**src/mpsrc_defines.vh**
```
// constants for the mii status and receive clock block
// assumes a 200 mhz core clock and word-indexed wishbone registers
// Function
// - collision asserted when receive activity seen while transmit enable is high
// - at 10 mb/s receive activity comes from the unsquelched line signal
// - at 100 mb/s two non-adjacent zeros in a 10-bit symbol mean activity
// - collision and carrier sense are not synchronised to receive or transmit clock
// - full duplex holds collision low at all times
// - collision pulses as quality error test at 10 mb/s unless config bit 2 suppresses it
// - half duplex carrier sense, repeater off, follows receive or transmit activity
// - full duplex or repeater carrier sense follows receive activity only
// - receive clock is driven out; nibble, valid and error change with it
// - receive clock runs at 2.5 mhz at 10 mb/s, 25 mhz at 100 mb/s
// - 10 mb/s clock locks to line data, then free-runs keeping last phase
// - 100 mb/s clock follows line while link is up, else local reference
// - 10 mb/s source change falls after carrier sense, before receive valid
// - clock realigns once per packet at 10 mb/s, once per link at 100
// - receive valid rises after start delimiter, falls on end delimiter or error
`ifndef MPSRC_DEFINES_VH
`define MPSRC_DEFINES_VH
// register indexes, byte address is four times the index
`define MPSRC_CFG_IDX 6'd18
`define MPSRC_STAT_IDX 6'd19
// config field positions
`define MPSRC_CFG_FDX 0
`define MPSRC_CFG_REP 1
`define MPSRC_CFG_SQE_SUP 2
`define MPSRC_CFG_SPD100 3
`define MPSRC_CFG_RST 16'h0000
// timing
`define MPSRC_CLK_MHZ 200
`define MPSRC_SQE_WAIT_NS 1000
`define MPSRC_SQE_LEN_NS 1000
`define MPSRC_SQE_WAIT_CYC ((`MPSRC_SQE_WAIT_NS * `MPSRC_CLK_MHZ + 999) / 1000)
`define MPSRC_SQE_LEN_CYC ((`MPSRC_SQE_LEN_NS * `MPSRC_CLK_MHZ + 999) / 1000)
// source edges per receive clock half period at 10 mb/s (25 mhz / 10)
`define MPSRC_HALF10 4'd10
`define MPSRC_PREAMBLE 6'd32
`endif

```
**src/mpsrc_buf2.v**
```verilog
// two-entry valid/ready buffer
// assumes both sides on the same clock; reset is asynchronous, active high
module mpsrc_buf2 #(
  parameter W = 6
) (
  input wire clk,
  input wire rst,
  input wire in_valid,
  output wire in_ready,
  input wire [W-1:0] in_data,
  output wire out_valid,
  input wire out_ready,
  output wire [W-1:0] out_data
);
  reg [W-1:0] mem [0:1];
  reg wr_ptr;
  reg rd_ptr;
  reg [1:0] count;
  wire push;
  wire pop;

  // honest full and empty from the occupancy count
  assign in_ready = (count != 2'd2);
  assign out_valid = (count != 2'd0);
  assign out_data = mem[rd_ptr];
  assign push = in_valid & in_ready;
  assign pop = out_valid & out_ready;

  // storage written by index, no reset needed on data
  always @(posedge clk) begin
    if (push) begin
      mem[wr_ptr] <= in_data;
    end
  end

  // pointers and occupancy
  always @(posedge clk or posedge rst) begin
    if (rst) begin
      wr_ptr <= 1'b0;
      rd_ptr <= 1'b0;
      count <= 2'd0;
    end else begin
      if (push) begin
        wr_ptr <= ~wr_ptr;
      end
      if (pop) begin
        rd_ptr <= ~rd_ptr;
      end
      if (push & ~pop) begin
        count <= count + 2'd1;
      end else if (pop & ~push) begin
        count <= count - 2'd1;
      end
    end
  end
endmodule // mpsrc_buf2

```
**src/mpsrc_top.v**
```verilog
// mii collision, carrier sense, receive clock and management slave
// assumes pins are asynchronous to clk; decoder inputs share clk
//
// Design decisions made here: the register offsets and the Wishbone interface to the registers.
`include "mpsrc_defines.vh"
module mpsrc_top #(
  parameter [4:0] PHY_ADDR = 5'h01
) (
  input wire clk,
  input wire rst,
  // wishbone slave
  input wire wb_cyc_i,
  input wire wb_stb_i,
  input wire wb_we_i,
  input wire [7:0] wb_adr_i,
  input wire [3:0] wb_sel_i,
  input wire [31:0] wb_dat_i,
  output reg [31:0] wb_dat_o,
  output reg wb_ack_o,
  // line side pins
  input wire line_unsquelched,
  input wire line_sym_clk,
  input wire line_sym_bit,
  input wire line_link,
  input wire ref_in,
  // receive decoder, same clock
  input wire dec_valid,
  output wire dec_ready,
  input wire [3:0] dec_nibble,
  input wire dec_sof,
  input wire dec_eof,
  input wire dec_sig_err,
  // mac side
  input wire tx_en,
  output reg col,
  output reg crs,
  output reg rx_clk,
  output reg [3:0] rx_d,
  output reg rx_dv,
  output reg rx_er,
  // management
  input wire mdc,
  input wire mdio_i,
  output reg mdio_o,
  output reg mdio_oe
);
  localparam [15:0] SQE_WAIT = `MPSRC_SQE_WAIT_CYC;
  localparam [15:0] SQE_LEN = `MPSRC_SQE_LEN_CYC;
  // management states, one-hot
  localparam [4:0] M_PRE = 5'b00001;
  localparam [4:0] M_HDR = 5'b00010;
  localparam [4:0] M_TA = 5'b00100;
  localparam [4:0] M_DAT = 5'b01000;
  localparam [4:0] M_END = 5'b10000;

  // two-flop synchronisers for every pin input
  reg [6:0] sync_a;
  reg [6:0] sync_b;
  wire [6:0] pin_raw;
  assign pin_raw = {mdio_i, mdc, tx_en, ref_in, line_link, line_sym_bit,
    line_unsquelched};
  always @(posedge clk or posedge rst) begin
    if (rst) begin
      sync_a <= 7'h00;
      sync_b <= 7'h00;
    end else begin
      sync_a <= pin_raw;
      sync_b <= sync_a;
    end
  end
  wire s_unsq = sync_b[0];
  wire s_sym = sync_b[1];
  wire s_link = sync_b[2];
  wire s_ref = sync_b[3];
  wire s_txen = sync_b[4];
  wire s_mdc = sync_b[5];
  wire s_mdio = sync_b[6];

  // the line clock gets its own pair so the edge detector never sees stage one
  reg lclk_a;
  reg lclk_b;
  reg lclk_c;
  reg ref_c;
  reg mdc_c;
  always @(posedge clk or posedge rst) begin
    if (rst) begin
      lclk_a <= 1'b0;
      lclk_b <= 1'b0;
      lclk_c <= 1'b0;
      ref_c <= 1'b0;
      mdc_c <= 1'b0;
    end else begin
      lclk_a <= line_sym_clk;
      lclk_b <= lclk_a;
      lclk_c <= lclk_b;
      ref_c <= s_ref;
      mdc_c <= s_mdc;
    end
  end
  wire line_rise = lclk_b & ~lclk_c;
  wire line_edge = lclk_b ^ lclk_c;
  wire ref_edge = s_ref ^ ref_c;
  wire mdc_rise = s_mdc & ~mdc_c;

  // configuration register, written by wishbone or management frames
  reg [15:0] cfg;
  wire fdx = cfg[`MPSRC_CFG_FDX];
  wire rep = cfg[`MPSRC_CFG_REP];
  wire sqe_sup = cfg[`MPSRC_CFG_SQE_SUP];
  wire spd100 = cfg[`MPSRC_CFG_SPD100];

  // true when two zeros sit at least two places apart
  function two_sep_zeros;
    input [9:0] sym;
    integer i;
    reg seen;
    begin
      seen = 1'b0;
      two_sep_zeros = 1'b0;
      for (i = 2; i < 10; i = i + 1) begin
        seen = seen | ~sym[i-2];
        if (seen & ~sym[i]) begin
          two_sep_zeros = 1'b1;
        end
      end
    end
  endfunction

  // 10-bit symbol window shifted on each recovered line clock rise
  reg [9:0] sym_win;
  reg act100;
  always @(posedge clk or posedge rst) begin
    if (rst) begin
      sym_win <= 10'h3FF;
      act100 <= 1'b0;
    end else if (line_rise) begin
      sym_win <= {sym_win[8:0], s_sym};
      act100 <= two_sep_zeros({sym_win[8:0], s_sym});
    end
  end

  // receive activity depends on speed
  wire rx_act = spd100 ? act100 : s_unsq;

  // quality error test: a delayed pulse after each transmission at 10 mb/s
  reg [15:0] sqe_cnt;
  reg sqe_wait;
  reg sqe_on;
  reg txen_d;
  always @(posedge clk or posedge rst) begin
    if (rst) begin
      sqe_cnt <= 16'h0000;
      sqe_wait <= 1'b0;
      sqe_on <= 1'b0;
      txen_d <= 1'b0;
    end else begin
      txen_d <= s_txen;
      if (txen_d & ~s_txen & ~sqe_sup & ~spd100 & ~fdx) begin
        sqe_wait <= 1'b1;
        sqe_on <= 1'b0;
        sqe_cnt <= SQE_WAIT;
      end else if (sqe_wait) begin
        if (sqe_cnt == 16'h0001) begin
          sqe_wait <= 1'b0;
          sqe_on <= 1'b1;
          sqe_cnt <= SQE_LEN;
        end else begin
          sqe_cnt <= sqe_cnt - 16'h0001;
        end
      end else if (sqe_on) begin
        if (sqe_cnt == 16'h0001) begin
          sqe_on <= 1'b0;
        end
        sqe_cnt <= sqe_cnt - 16'h0001;
      end
    end
  end

  // status outputs run on clk, free of both mii clocks
  always @(posedge clk or posedge rst) begin
    if (rst) begin
      col <= 1'b0;
      crs <= 1'b0;
    end else begin
      col <= ~fdx & ((rx_act & s_txen) | sqe_on);
      if (fdx | rep) begin
        crs <= rx_act;
      end else begin
        crs <= rx_act | s_txen;
      end
    end
  end

  // receive clock source choice and realignment
  reg src_line;
  reg aligned;
  reg link_seen;
  reg [3:0] div;
  reg next_rx_clk;
  wire src_edge = src_line ? line_edge : ref_edge;
  wire crs_rise;
  reg crs_d;
  assign crs_rise = crs & ~crs_d;
  always @* begin
    next_rx_clk = rx_clk;
    if (src_edge) begin
      if (spd100) begin
        next_rx_clk = src_line ? lclk_b : s_ref;
      end else if (div == `MPSRC_HALF10 - 4'd1) begin
        next_rx_clk = ~rx_clk;
      end
    end
  end
  always @(posedge clk or posedge rst) begin
    if (rst) begin
      src_line <= 1'b0;
      aligned <= 1'b1;
      link_seen <= 1'b0;
      div <= 4'd0;
      rx_clk <= 1'b0;
      crs_d <= 1'b0;
    end else begin
      crs_d <= crs;
      if (spd100) begin
        // follow the line while linked, the reference otherwise
        src_line <= s_link;
        link_seen <= s_link;
        aligned <= 1'b1;
        if (s_link & ~link_seen) begin
          div <= 4'd0;
        end
        rx_clk <= next_rx_clk;
      end else if (crs_rise) begin
        // lock to the packet: source switches after carrier sense
        src_line <= 1'b1;
        aligned <= 1'b0;
      end else if (~aligned & line_edge) begin
        div <= 4'd0;
        rx_clk <= 1'b0;
        aligned <= 1'b1;
      end else begin
        if (~crs & src_line) begin
          // keep running on the reference with the phase of the last packet
          src_line <= 1'b0;
        end
        if (src_edge) begin
          div <= (div == `MPSRC_HALF10 - 4'd1) ? 4'd0 : div + 4'd1;
        end
        rx_clk <= next_rx_clk;
      end
    end
  end
  // output data changes on the falling receive clock, stable at the rise
  wire rx_tick = rx_clk & ~next_rx_clk & aligned;

  // receive valid state from delimiters
  reg dv_state;
  always @(posedge clk or posedge rst) begin
    if (rst) begin
      dv_state <= 1'b0;
    end else if (dec_eof | dec_sig_err) begin
      dv_state <= 1'b0;
    end else if (dec_sof) begin
      dv_state <= 1'b1;
    end
  end

  // decoder words wait in the buffer for the next receive clock tick
  wire buf_valid;
  wire [5:0] buf_data;
  wire [5:0] buf_in;
  assign buf_in = {dec_sig_err & spd100, dv_state, dec_nibble};
  mpsrc_buf2 #(
    .W(6)
  ) u_buf (
    .clk(clk),
    .rst(rst),
    .in_valid(dec_valid),
    .in_ready(dec_ready),
    .in_data(buf_in),
    .out_valid(buf_valid),
    .out_ready(rx_tick),
    .out_data(buf_data)
  );
  always @(posedge clk or posedge rst) begin
    if (rst) begin
      rx_d <= 4'h0;
      rx_dv <= 1'b0;
      rx_er <= 1'b0;
    end else if (rx_tick) begin
      rx_d <= buf_valid ? buf_data[3:0] : 4'h0;
      rx_dv <= buf_valid & buf_data[4];
      rx_er <= buf_valid & buf_data[5];
    end
  end

  // management frame slave, paced by station clock rises
  reg [4:0] mst;
  reg [5:0] mcnt;
  reg [13:0] mhdr;
  reg [15:0] mshift;
  reg mread;
  reg mhit;
  wire [4:0] m_reg = mhdr[4:0];
  wire m_cfg = ({1'b0, m_reg} == `MPSRC_CFG_IDX);
  wire m_stat = ({1'b0, m_reg} == `MPSRC_STAT_IDX);
  wire [15:0] stat_word;
  assign stat_word = {9'h000, src_line, s_link, rx_dv, crs, col, act100, s_unsq};
  wire m_wr = (mst == M_DAT) & mdc_rise & (mcnt == 6'd15) & ~mread & mhit & m_cfg;
  always @(posedge clk or posedge rst) begin
    if (rst) begin
      mst <= M_PRE;
      mcnt <= 6'd0;
      mhdr <= 14'h0000;
      mshift <= 16'h0000;
      mread <= 1'b0;
      mhit <= 1'b0;
      mdio_o <= 1'b0;
      mdio_oe <= 1'b0;
    end else if (mdc_rise) begin
      case (mst)
        M_PRE: begin
          mdio_oe <= 1'b0;
          if (s_mdio) begin
            mcnt <= (mcnt == `MPSRC_PREAMBLE) ? mcnt : mcnt + 6'd1;
          end else if (mcnt == `MPSRC_PREAMBLE) begin
            mst <= M_HDR; // start bit zero after full preamble
            mcnt <= 6'd0;
          end else begin
            mcnt <= 6'd0;
          end
        end
        M_HDR: begin
          mhdr <= {mhdr[12:0], s_mdio};
          mcnt <= mcnt + 6'd1;
          if (mcnt == 6'd12) begin
            // bits: start1, op2, phy5, reg5
            // last register bit is still on the line, so fields sit one place low
            mread <= (mhdr[10:9] == 2'b10);
            mhit <= (mhdr[8:4] == PHY_ADDR);
            mst <= M_TA;
            mcnt <= 6'd0;
          end
        end
        M_TA: begin
          mcnt <= mcnt + 6'd1;
          mshift <= m_cfg ? cfg : (m_stat ? stat_word : 16'h0000);
          if (mread & mhit & mcnt == 6'd0) begin
            mdio_oe <= 1'b1; // turnaround low bit
            mdio_o <= 1'b0;
          end
          if (mcnt == 6'd1) begin
            mst <= M_DAT;
            mcnt <= 6'd0;
            if (mread & mhit) begin
              mdio_o <= mshift[15];
            end
          end
        end
        M_DAT: begin
          mcnt <= mcnt + 6'd1;
          if (mread) begin
            mdio_o <= mshift[14];
            mshift <= {mshift[14:0], 1'b0};
          end else begin
            mshift <= {mshift[14:0], s_mdio};
          end
          if (mcnt == 6'd15) begin
            mst <= M_END;
          end
        end
        M_END: begin
          mdio_oe <= 1'b0; // release the line after the last bit
          mst <= M_PRE;
          mcnt <= 6'd0;
        end
        default: begin
          mst <= M_PRE;
        end
      endcase
    end
  end

  // wishbone slave: one wait state, unmapped reads return zero
  wire wb_req = wb_cyc_i & wb_stb_i & ~wb_ack_o;
  wire wb_cfg = (wb_adr_i[7:2] == `MPSRC_CFG_IDX);
  wire wb_stat = (wb_adr_i[7:2] == `MPSRC_STAT_IDX);
  always @(posedge clk or posedge rst) begin
    if (rst) begin
      wb_ack_o <= 1'b0;
      wb_dat_o <= 32'h00000000;
    end else begin
      wb_ack_o <= wb_req;
      if (wb_req & ~wb_we_i) begin
        if (wb_cfg) begin
          wb_dat_o <= {16'h0000, cfg};
        end else if (wb_stat) begin
          wb_dat_o <= {16'h0000, stat_word};
        end else begin
          wb_dat_o <= 32'h00000000;
        end
      end
    end
  end

  // config writes; bus wins over a management write in the same cycle
  always @(posedge clk or posedge rst) begin
    if (rst) begin
      cfg <= `MPSRC_CFG_RST;
    end else if (wb_ack_o & wb_cyc_i & wb_stb_i & wb_we_i & wb_cfg) begin
      // write lands at the edge where the master sees ack
      if (wb_sel_i[0]) begin
        cfg[7:0] <= wb_dat_i[7:0];
      end
      if (wb_sel_i[1]) begin
        cfg[15:8] <= wb_dat_i[15:8];
      end
    end else if (m_wr) begin
      cfg <= {mshift[14:0], s_mdio};
    end
  end
endmodule // mpsrc_top

```
**config.mk**
```make
export PLATFORM = sky130hd
export DESIGN_NAME = mpsrc_top
export DESIGN_NICKNAME = d
export VERILOG_FILES = /design/src/mpsrc_buf2.v /design/src/mpsrc_top.v
export VERILOG_INCLUDE_DIRS = /design/src
export SDC_FILE = /design/constraint.sdc
export NUM_CORES = 1
export LEC_CHECK = 0
export ABC_AREA = 1
export BUFFER_PORTS_ARGS = -buffer_cell sky130_fd_sc_hd__buf_4
export CORE_MARGIN = 2
export CORE_UTILIZATION = 57
export CTS_CLUSTER_SIZE = 24
export DETAILED_ROUTE_END_ITERATION = 6
export PLACE_DENSITY = 0.8
export SLEW_MARGIN = 0
export SYNTH_ARGS = -nofsm -noshare
export SYNTH_HDL_FRONTEND = slang
export SYNTH_SLANG_ARGS = --single-unit
```
**constraint.sdc**
```tcl
create_clock -name clk -period 15.05 [get_ports clk]
set_input_delay 4.515 -clock clk [delete_from_list [all_inputs] [get_ports clk]]
set_output_delay 4.515 -clock clk [all_outputs]
set_load 0.005 [all_outputs]
```
==> flow_summary.ini, run 1 <==
[status]
status = completed

[yosys]
postSynthCellCount = 930
synth_edf_count = 12
avgSynthCellArea_sq_um = 8.23
synth_seq_area_share_pct = 52.3
yosys_warnings = 0
yosysTopAreaCell = dfrtp_1
synth_flop_cell = dfrtp_1
synth_area_sq_um = 7650
yosys-top-cells-count = nand2_1, dfrtp_1, nor2_1, inv_1, o21ai_0
ys_types = 41
synth.most_common_cell = nand2_1
async_flop_share_pct = 92.4
synth_seq_cells = 157
yosys-top-cells-area = dfrtp_1, nand2_1, o21ai_0, nor2_1, inv_1
yosys.area.top_type_share_pct = 43.8

[critical_path]
arrival_ns = 6.25
end_kind = register
crit_fanout = 33
path_class = in2reg
r2r_end = u_buf.count[1]
rr_worst_depth = 11
ff2ff_setup_slack_ns = 12.75
crit_family = simple AND/OR/NAND/NOR gates
cp.required_ns = 15.36
worst-path-buf-inv = 1
r2r_start = div[0]
slowest_stage = nand3_2
slowest_delay_ns = 0.51
cpMostUsedCell = nand2_1
path_cells = buf_4 > nor2_1 > and3_1 > nand3_2 > nand3_4 > nand2_1 > nand2_1 > nand2_1
crit_path_start_kind = primary input

[cts]
ctsResizeCount = 0
clock_latency_ns = 0.42
htreeDepth = 4
clockBufferDepth = 2
post_cts_buffers = 0
cts_tree = built
root_buffer = clkbuf_16
cts-buffers-inserted = 17
clkSinkCount = 157
path_clk_slew_ns = 0.06
cts_hold_buf = 0

[sta]
finalMaxSlewViolations = 0
rsz0062_at_grt = no
tightest_slew_ns = 1.05
period_share_pct = 39.5
setup_tns_ns = 0
period_needed_ns = 5.95
hold_viol = 0
max_slew_margin_pct = 29.8
final.setup_skew_ns = 0.00817
setup_viol = 0
timing.fmax_ghz = 0.168

[global_routing]
grt_pass1_vias = 5818
grt_pass1_wl_mm = 26.7
grt_overflow = 0
grtUsageTotal_pct = 23.5
grt_antenna_before_repair = 0
grt_max_degree = 86

[floorplan]
dieArea_sq_um = 14400
die_w_um = 120
row_count = 42
io_pins = 110
floorplan.initialDensity_pct = 58.0
core-area_sq_um = 13200
die_h_um = 120

[placement]
place_hpwl_mm = 11.1
numPortBuffers = 73
gp_congestion = 0.917
place_inst = 1159

[finish]
drive_gt1_share_pct = 14.0
fin_cells = 1191
num-fill-cells = 1075
antenna_cells = 0
syn2layout_area_growth_pct = 15.3
nNetsFinal = 1076
seqCellArea_sq_um = 4000
multiInputGateArea_sq_um = 3070

[drt]
postRouteAntennaNets = 0
vias = 6139
first_pass_iters = 7
viasPerCell = 5.15
routedWlPerCell_um = 13.3
drt_iter0_markers = 512
drc = 0
drt_wl_total_mm = 15.9

[power_and_ir_drop]
power-per-cell-area_nw_per_um2 = 144
vdd_ir_drop_max_uv = 123
leakage_nw = 4.31

[worst_hold_path]
hold_class = reg2reg
min_path_cells = 0
hold_end = sync_b[1]
min_from = sync_a[1]

[run]
maxCapViolCount = 0
worst register-to-register path, cell delays in order (launching register included):
cell	delay [ns]
dfrtp_1	0.45
ha_1	0.25
nand3_1	0.14
nand2_1	0.07
nand3_1	0.06
nand2_1	0.06
nor2_2	0.15
nand3_1	0.25
ha_1	0.41
nor2_1	0.13
nand2_1	0.08
xnor2_1	0.13
where the power goes:
group / internal [mW] / total [mW] / switching [mW]
combinational: 0.112 / 0.296 / 0.184
sequential: 0.502 / 0.563 / 0.0613
clock: 0.242 / 0.406 / 0.164
total: 0.857 / 1.27 / 0.410
sequential cells by signal, indices dropped and copies added (netlist names), 4 cells and up:
name       cells
cfg           16
sync_a         7
mcnt           6
mst            5
u_buf.mem     12
sqe_cnt       16
mhdr          11
rx_d           4
sync_b         7
sym_win        9
div            4
mshift        16
wb_dat_o      16
per-layer routing:
metal | part of all wire, % | global-route usage (%)
met5 | 0 | 0
met1 | 45 | 31.1
met4 | 1.5 | 7.57
met2 | 48 | 38.2
met3 | 4.9 | 5.94
through the flow:
stage	power (mW)	utilization, %	instance area (sq um)	setup slack (ns)	hold slack (ns)
after detailed placement	0.863	62.7	8260	8.65	0.336
after global placement	0.849	62.7	8260	8.69	0.333
after CTS	1.27	66.9	8820	9.09	0.349
after floorplan	0.774	-	7710	6.66	0.331
after global routing	1.35	66.9	8820	8.87	0.354
final	1.27	66.9	8820	9.10	0.347
cell usage in the layout (no fill, tap or decap), types with 2 or more instances in the layout:
| cell | synthesis | final |
|---|---|---|
| o21ai_0 | 86 | 86 |
| clkinv_1 | 0 | 2 |
| nand3_1 | 64 | 64 |
| o22ai_1 | 3 | 3 |
| buf_4 | 19 | 74 |
| nand3_2 | 2 | 2 |
| conb_1 | 1 | 16 |
| and2_1 | 3 | 3 |
| inv_2 | 5 | 5 |
| edfxtp_1 | 12 | 12 |
| nor2_2 | 9 | 9 |
| nor3_2 | 2 | 2 |
| a22oi_1 | 8 | 8 |
| mux2i_1 | 6 | 6 |
| nand2_2 | 4 | 4 |
| dfrtp_1 | 134 | 134 |
| xor2_1 | 8 | 8 |
| ha_1 | 9 | 9 |
| a21oi_1 | 32 | 32 |
| inv_1 | 105 | 104 |
| clkinv_2 | 0 | 3 |
| nand2_1 | 224 | 224 |
| clkinvlp_4 | 0 | 4 |
| dfstp_2 | 11 | 11 |
| bufinv_16 | 0 | 2 |
| o21ai_1 | 9 | 9 |
| nor2_1 | 108 | 108 |
| inv_6 | 0 | 2 |
| nor2_4 | 3 | 3 |
| clkbuf_1 | 6 | 3 |
| clkbuf_16 | 0 | 17 |
| nor3_1 | 12 | 12 |
| xnor2_1 | 4 | 4 |
| nand4_1 | 20 | 20 |
final cells by class:
type	count	share of cell area, %
Inverter	110	4.74
Clock buffer	20	4.95
Timing Repair Buffer	74	6.30
Sequential cell	157	45.4
Tap cell	176	2.50
Multi-Input combinational cell	642	34.8
Clock inverter	12	1.38
cells by family (layout without fill, tap and decap cells):
logic type / after synthesis / count (layout) / share of synthesized area [%]
simple gates: 456 / 456 / 25.8
flops: 157 / 157 / 52.3
mux: 6 / 6 / 0.785
buf+inv: 146 / 216 / 8.32
fa+ha+maj: 9 / 9 / 1.47
compound gates: 143 / 143 / 9.88
xor+xnor: 12 / 12 / 1.37
other cells: 1 / 16 / 0.0490
worst max path at each step:
stage,to,from,cells after the start
after floorplan,act100,rst,1
after global placement,cfg[3],wb_adr_i[5],8
after detailed placement,cfg[5],wb_adr_i[5],8
after CTS,cfg[5],wb_adr_i[5],8
after global routing,cfg[3],wb_adr_i[7],7
final,cfg[5],wb_adr_i[5],8
No activity file was read; power rests on OpenSTA's default activity.
==> run 2: changes to the inputs <==
--- a/config.mk
+++ b/config.mk
@@ -6,7 +6,7 @@
 export SDC_FILE = /design/constraint.sdc
 export NUM_CORES = 1
 export LEC_CHECK = 0
-export ABC_AREA = 1
+export ABC_AREA = 0
 export BUFFER_PORTS_ARGS = -buffer_cell sky130_fd_sc_hd__buf_4
 export CORE_MARGIN = 2
 export CORE_UTILIZATION = 57
==> constraint.sdc (replaced) <==
create_clock -name clk -period 5.9 [get_ports clk]
set_input_delay 1.77 -clock clk [delete_from_list [all_inputs] [get_ports clk]]
set_output_delay 1.77 -clock clk [all_outputs]
set_load 0.005 [all_outputs]
==> run 2 against run 1 <==
  * Worst setup slack got worse by 6.8 ns
  * Utilization barely moved
  * Design area fell by 5.4%
  * Non-clock buffer count did not move
  * Sequential share of layout area rose by 2.6 points
  * Wire length fell by 6.8%
  * Flip-flop and latch count did not move
  * Die area fell by 5.9%
  * Synthesized cell count fell by 28%
  * Critical path depth fell by 1
  * Register-to-register slack got worse by 9.9 ns
  * Critical endpoint is now cfg[8]
  * Largest cell class unchanged
  * Largest power group unchanged
==> flow_summary.ini, run 2 <==
[cts]
post_cts_buffers = 0
htreeDepth = 4
root_buffer = clkbuf_16
cts_hold_buf = 0
clock_latency_ns = 0.43
clockBufferDepth = 2
cts_tree = built
clkSinkCount = 157
path_clk_slew_ns = 0.06
cts-buffers-inserted = 17
ctsResizeCount = 0

[global_routing]
grt_pass1_wl_mm = 24.6
grt_overflow = 0
grt_antenna_before_repair = 0
grt_pass1_vias = 5079
grtUsageTotal_pct = 23.5
grt_max_degree = 114

[drt]
vias = 5217
dr.max_layer_used = met4
drc = 0
drt_wl_total_mm = 14.8
postRouteAntennaNets = 0
first_pass_iters = 5
m1WireLength_mm = 6.32
drt_iter0_markers = 351
met2WireLength_mm = 7.30
routedWlPerCell_um = 16.0
viasPerCell = 5.66
dr_wl_met3_um = 844

[yosys]
synth_seq_area_share_pct = 55.7
yosys-top-cells-area = dfrtp_1, edfxtp_1, mux2_2, dfstp_2, o21ai_0
yosys.area.top_type_share_pct = 46.7
synthAdderAreaFrac_pct = 1.57
yosys-top-cells-count = dfrtp_1, nor2_1, nand2_1, o21ai_0, mux2_2
yosys_warnings = 0
async_flop_share_pct = 92.4
synth_compound_area_share_pct = 11.3
synth_seq_cells = 157
synth_area_sq_um = 7180
synth_top_family_by_area = simple AND/OR/NAND/NOR gates
synth_flop_cell = dfrtp_1
avgSynthCellArea_sq_um = 10.7
yosysTopAreaCell = dfrtp_1
postSynthCellCount = 671
synth_edf_count = 12
synth.most_common_cell = dfrtp_1
synthXorXnorAreaFrac_pct = 2.81
synthMuxAreaShare_pct = 8.17
ys_types = 61
yosys.area_share.simple_pct = 16.0

[sta]
hold_viol = 0
tightest_slew_ns = 1.11
setup_ws_ns = 2.32
finalMaxSlewViolations = 0
period_needed_ns = 3.58
rsz0062_at_grt = no
setup_viol = 0
timing.fmax_ghz = 0.279
final.setup_skew_ns = 0.00476
max_slew_margin_pct = 25.2
setup_tns_ns = 0
period_share_pct = 60.7

[critical_path]
rr_worst_depth = 6
crit_fanout = 16
cp.required_ns = 6.25
path_class = in2reg
r2r_end = cfg[5]
r2r_start = mst[4]
arrival_ns = 3.93
crit_path_start_kind = primary input
end_kind = register
ff2ff_setup_slack_ns = 2.89

[floorplan]
die_w_um = 116
io_pins = 110
dieArea_sq_um = 13500
floorplan.initialDensity_pct = 57.6
row_count = 41
die_h_um = 116
core-area_sq_um = 12500

[finish]
nNetsFinal = 811
antenna_cells = 0
fin_area_sq_um = 8340
syn2layout_area_growth_pct = 16.2
layout_commonest_cell = dfrtp_1
fin_cells = 922
final_cell_mix = dfrtp_1, buf_4, nor2_1
multiInputGateArea_sq_um = 2920
seqCellArea_sq_um = 4000
drive_gt1_share_pct = 20.4
num-fill-cells = 946

[placement]
place_inst = 890
place_hpwl_mm = 10.0
place_ws_ns = 1.92
numPortBuffers = 73
gp_congestion = 0.837
place_area_sq_um = 7770

[worst_hold_path]
min_path_cells = 0
hold_end = sync_b[3]
hold_class = reg2reg
min_from = sync_a[3]

[power_and_ir_drop]
leakage_nw = 3.77
power-per-cell-area_nw_per_um2 = 363
power_mw = 3.03
vdd_ir_drop_max_uv = 198

[status]
status = completed

[run]
maxCapViolCount = 0
run 2: metrics by stage:
stage / hold WS, ns / util, %
finish: 0.346 / 66.9
global placement: 0.332 / 62.3
CTS: 0.349 / 66.9
detailed placement: 0.336 / 62.3
global route: 0.356 / 66.9
floorplan: 0.331 / -
run 2: per-layer routing:
layer / track usage [%] / vias up
li1: - / 2472
met1: 30.8 / 2535
met4: 9.05 / 0
met5: 0 / -
met2: 38.6 / 180
met3: 5.03 / 30
run 2: critical path, cell delays in order:
cell and delay, ns:
buf_4 0.11, nor4b_2 0.30, nand3b_1 0.32, nor3_2 0.46, nand2b_1 0.61, o22ai_1 0.21, nor2_1 0.15
run 2: area by class of cell:
cell class	count	area share, %
flip-flops and latches	157	48.0
multi-input cells	469	35.0
repair buffers	74	6.66
clock buffers	17	5.10
well taps	172	2.58
clock inverters	15	1.78
inverters	18	0.870
run 2: worst max path at each step:
stage,start,end,cells past startpoint
finish,wb_adr_i[5],cfg[8],7
global route,wb_adr_i[5],cfg[15],7
CTS,wb_adr_i[5],cfg[8],7
detailed placement,wb_adr_i[5],cfg[15],7
global placement,wb_adr_i[5],cfg[8],7
floorplan,rst,act100,1
run 2: cells by family (layout without fill, tap and decap cells):
kind of cell | after synthesis | after routing
compound gates | 130 | 130
simple gates | 236 | 236
flops | 157 | 157
other cells | 1 | 16
xor+xnor | 23 | 23
buf+inv | 60 | 124
mux | 55 | 55
fa+ha+maj | 9 | 9
run 2: power by group:
part / total, mW / leakage [nW] / internal (mW) / switching [mW]
Combinational: 0.566 / 1.51 / 0.250 / 0.316
Sequential: 1.40 / 1.99 / 1.25 / 0.156
Clock: 1.06 / 0.268 / 0.620 / 0.438
Total: 3.03 / 3.77 / 2.12 / 0.910
==> run 3: changes to the inputs <==
--- a/config.mk
+++ b/config.mk
@@ -9,10 +9,10 @@
 export ABC_AREA = 0
 export BUFFER_PORTS_ARGS = -buffer_cell sky130_fd_sc_hd__buf_4
 export CORE_MARGIN = 2
-export CORE_UTILIZATION = 57
+export CORE_UTILIZATION = 51
 export CTS_CLUSTER_SIZE = 24
 export DETAILED_ROUTE_END_ITERATION = 6
-export PLACE_DENSITY = 0.8
+export PLACE_DENSITY = 0.76
 export SLEW_MARGIN = 0
 export SYNTH_ARGS = -nofsm -noshare
 export SYNTH_HDL_FRONTEND = slang
==> constraint.sdc (replaced) <==
create_clock -name clk -period 2.9 [get_ports clk]
set_input_delay 0.87 -clock clk [delete_from_list [all_inputs] [get_ports clk]]
set_output_delay 0.87 -clock clk [all_outputs]
set_load 0.005 [all_outputs]
==> run 3 against run 2 <==
  * Flip-flop and latch count did not move
  * Die area rose by 11%
  * Count of clock-buffer cells in the layout did not move
  * Register-to-register slack got worse by 2.3 ns
  * Clock skew rose by 0.0019 ns
  * Wire length fell by 0.84%
  * Via count barely moved
  * Final cell count rose by 2.2%
  * Largest cell class unchanged
  * Highest routed layer unchanged
==> flow_summary.ini, run 3 (synthesis results as in run 2) <==
[drt]
postRouteAntennaNets = 0
first_pass_iters = 5
routedWlPerCell_um = 15.6
drt_wl_total_mm = 14.7
drc = 0
drt_iter0_markers = 391
viasPerCell = 5.53
vias = 5212

[power_and_ir_drop]
pwr-share-seq_pct = 45.4
p_int_mw = 4.42
clkPwrFrac_pct = 36.2
vdd_ir_drop_max_uv = 438
sw_frac_of_total_pct = 29.8
power-per-cell-area_nw_per_um2 = 743
leakage_nw = 3.84
pwr-share-comb_pct = 18.4
power_switching_mw = 1.88

[critical_path]
end_kind = register
cp.required_ns = 3.20
crit_path_start_kind = register
path_cells = inv_1 > ha_1 > and4_1 > o22ai_1 > nor3_1 > o21ai_0 > mux2_2
ff2ff_setup_slack_ns = 0.56
path_class = reg2reg
slowest_stage = dfrtp_1
rr_worst_depth = 7
slowest_delay_ns = 0.43
crit_fanout = 5
r2r_start = mcnt[0]
r2r_end = mst[2]
arrival_ns = 2.64

[sta]
rsz0062_at_grt = no
period_needed_ns = 2.34
setup_tns_ns = 0
period_share_pct = 80.7
hold_viol = 0
final.setup_skew_ns = 0.00667
finalMaxSlewViolations = 0
max_slew_margin_pct = 51.9
setup_viol = 0
tightest_slew_ns = 0.714
timing.fmax_ghz = 0.427

[finish]
syn2layout_area_growth_pct = 18.0
layout_commonest_cell = dfrtp_1
final_cell_mix = dfrtp_1, buf_4, nor2_1
num-fill-cells = 1078
drive_gt1_share_pct = 21.7
antenna_cells = 0
fin_cells = 942
nNetsFinal = 823

[placement]
gp_congestion = 0.897
place_inst = 910
place_hpwl_mm = 10.3
numPortBuffers = 73

[floorplan]
dieArea_sq_um = 15000
io_pins = 110
die_w_um = 123
row_count = 43
core-area_sq_um = 13800
floorplan.initialDensity_pct = 51.9
die_h_um = 123

[cts]
clkSinkCount = 157
post_cts_buffers = 0
clock_latency_ns = 0.42
path_clk_slew_ns = 0.06
htreeDepth = 4
clockBufferDepth = 2
cts-buffers-inserted = 17
ctsResizeCount = 0
root_buffer = clkbuf_16
cts_tree = built
cts_hold_buf = 0

[global_routing]
grt_pass1_vias = 5115
grt_overflow = 0
grt_max_degree = 56
grt_antenna_before_repair = 0
grtUsageTotal_pct = 20.7
grt_pass1_wl_mm = 24.2

[worst_hold_path]
hold_class = in2async

[run]
maxCapViolCount = 0

[status]
status = completed
-- run 3: cell types whose count changed in the layout (fill, tap and decap cells not counted), sizes merged --
cell,change
buf,+12
clkinv,-5
inv,+5
bufinv,+1
clkinvlp,-1
-- run 3: worst max path at each step --
stage,start,end,slack (ns),cells after the start
2_1_floorplan,rst,act100,0.22,1
3_3_place_gp,wb_adr_i[5],cfg[0],0.32,7
5_1_grt,lclk_b,u_buf.count[1],0.47,8
6_report,mcnt[0],mst[2],0.56,7
3_5_place_dp,wb_adr_i[5],cfg[1],0.31,7
4_1_cts,lclk_b,u_buf.count[1],0.61,8
-- run 3: area by class of cell --
type / count / area (sq um) / share of cell area [%]
clock inverter: 15 / 184 / 2.17
timing repair buffer: 86 / 646 / 7.62
tap: 180 / 225 / 2.66
sequential: 157 / 4000 / 47.2
multi-input combinational: 469 / 2920 / 34.5
inverter: 18 / 71.3 / 0.841
clock buffer: 17 / 425 / 5.02
-- run 3: critical path: cells and delay by family (launching register included) --
kind,cells,cell delay [ns]
adder cells (fa/ha/maj),1,0.20
AND/OR/NAND/NOR,2,0.59
buffers and inverters,1,0.12
AO/OA/AOI/OAI,2,0.52
flip-flops,1,0.43
multiplexers,1,0.37
-- run 3: stage by stage --
stage          cell area (sq um)  setup WS (ns)  util (%)  power [mW]  hold slack, ns
6_report                    8480          0.560      61.3        6.30           0.337
5_1_grt                     8480          0.469      61.3        6.62           0.331
4_1_cts                     8480          0.615      61.3        6.35           0.325
3_5_place_dp                7870          0.309      56.9        4.04           0.335
3_3_place_gp                7870          0.318      56.9        3.94           0.333
2_1_floorplan               7240          0.220         -        3.71           0.331
-- run 3: power groups by stage --
stage               clock, mW  sequential [mW]  combinational, mW
finish                   2.28             2.86               1.16
global route             2.41             2.91               1.30
global placement            0             2.86               1.08
detailed placement          0             2.89               1.15
CTS                      2.33             2.85               1.16
floorplan                   0             2.74              0.974
-- run 3: layer usage --
layer	part of all wire, %	global-route usage [%]
met2	49	33.6
met1	44	26.9
met3	4.8	4.93
met5	0	0
met4	2.7	8.62
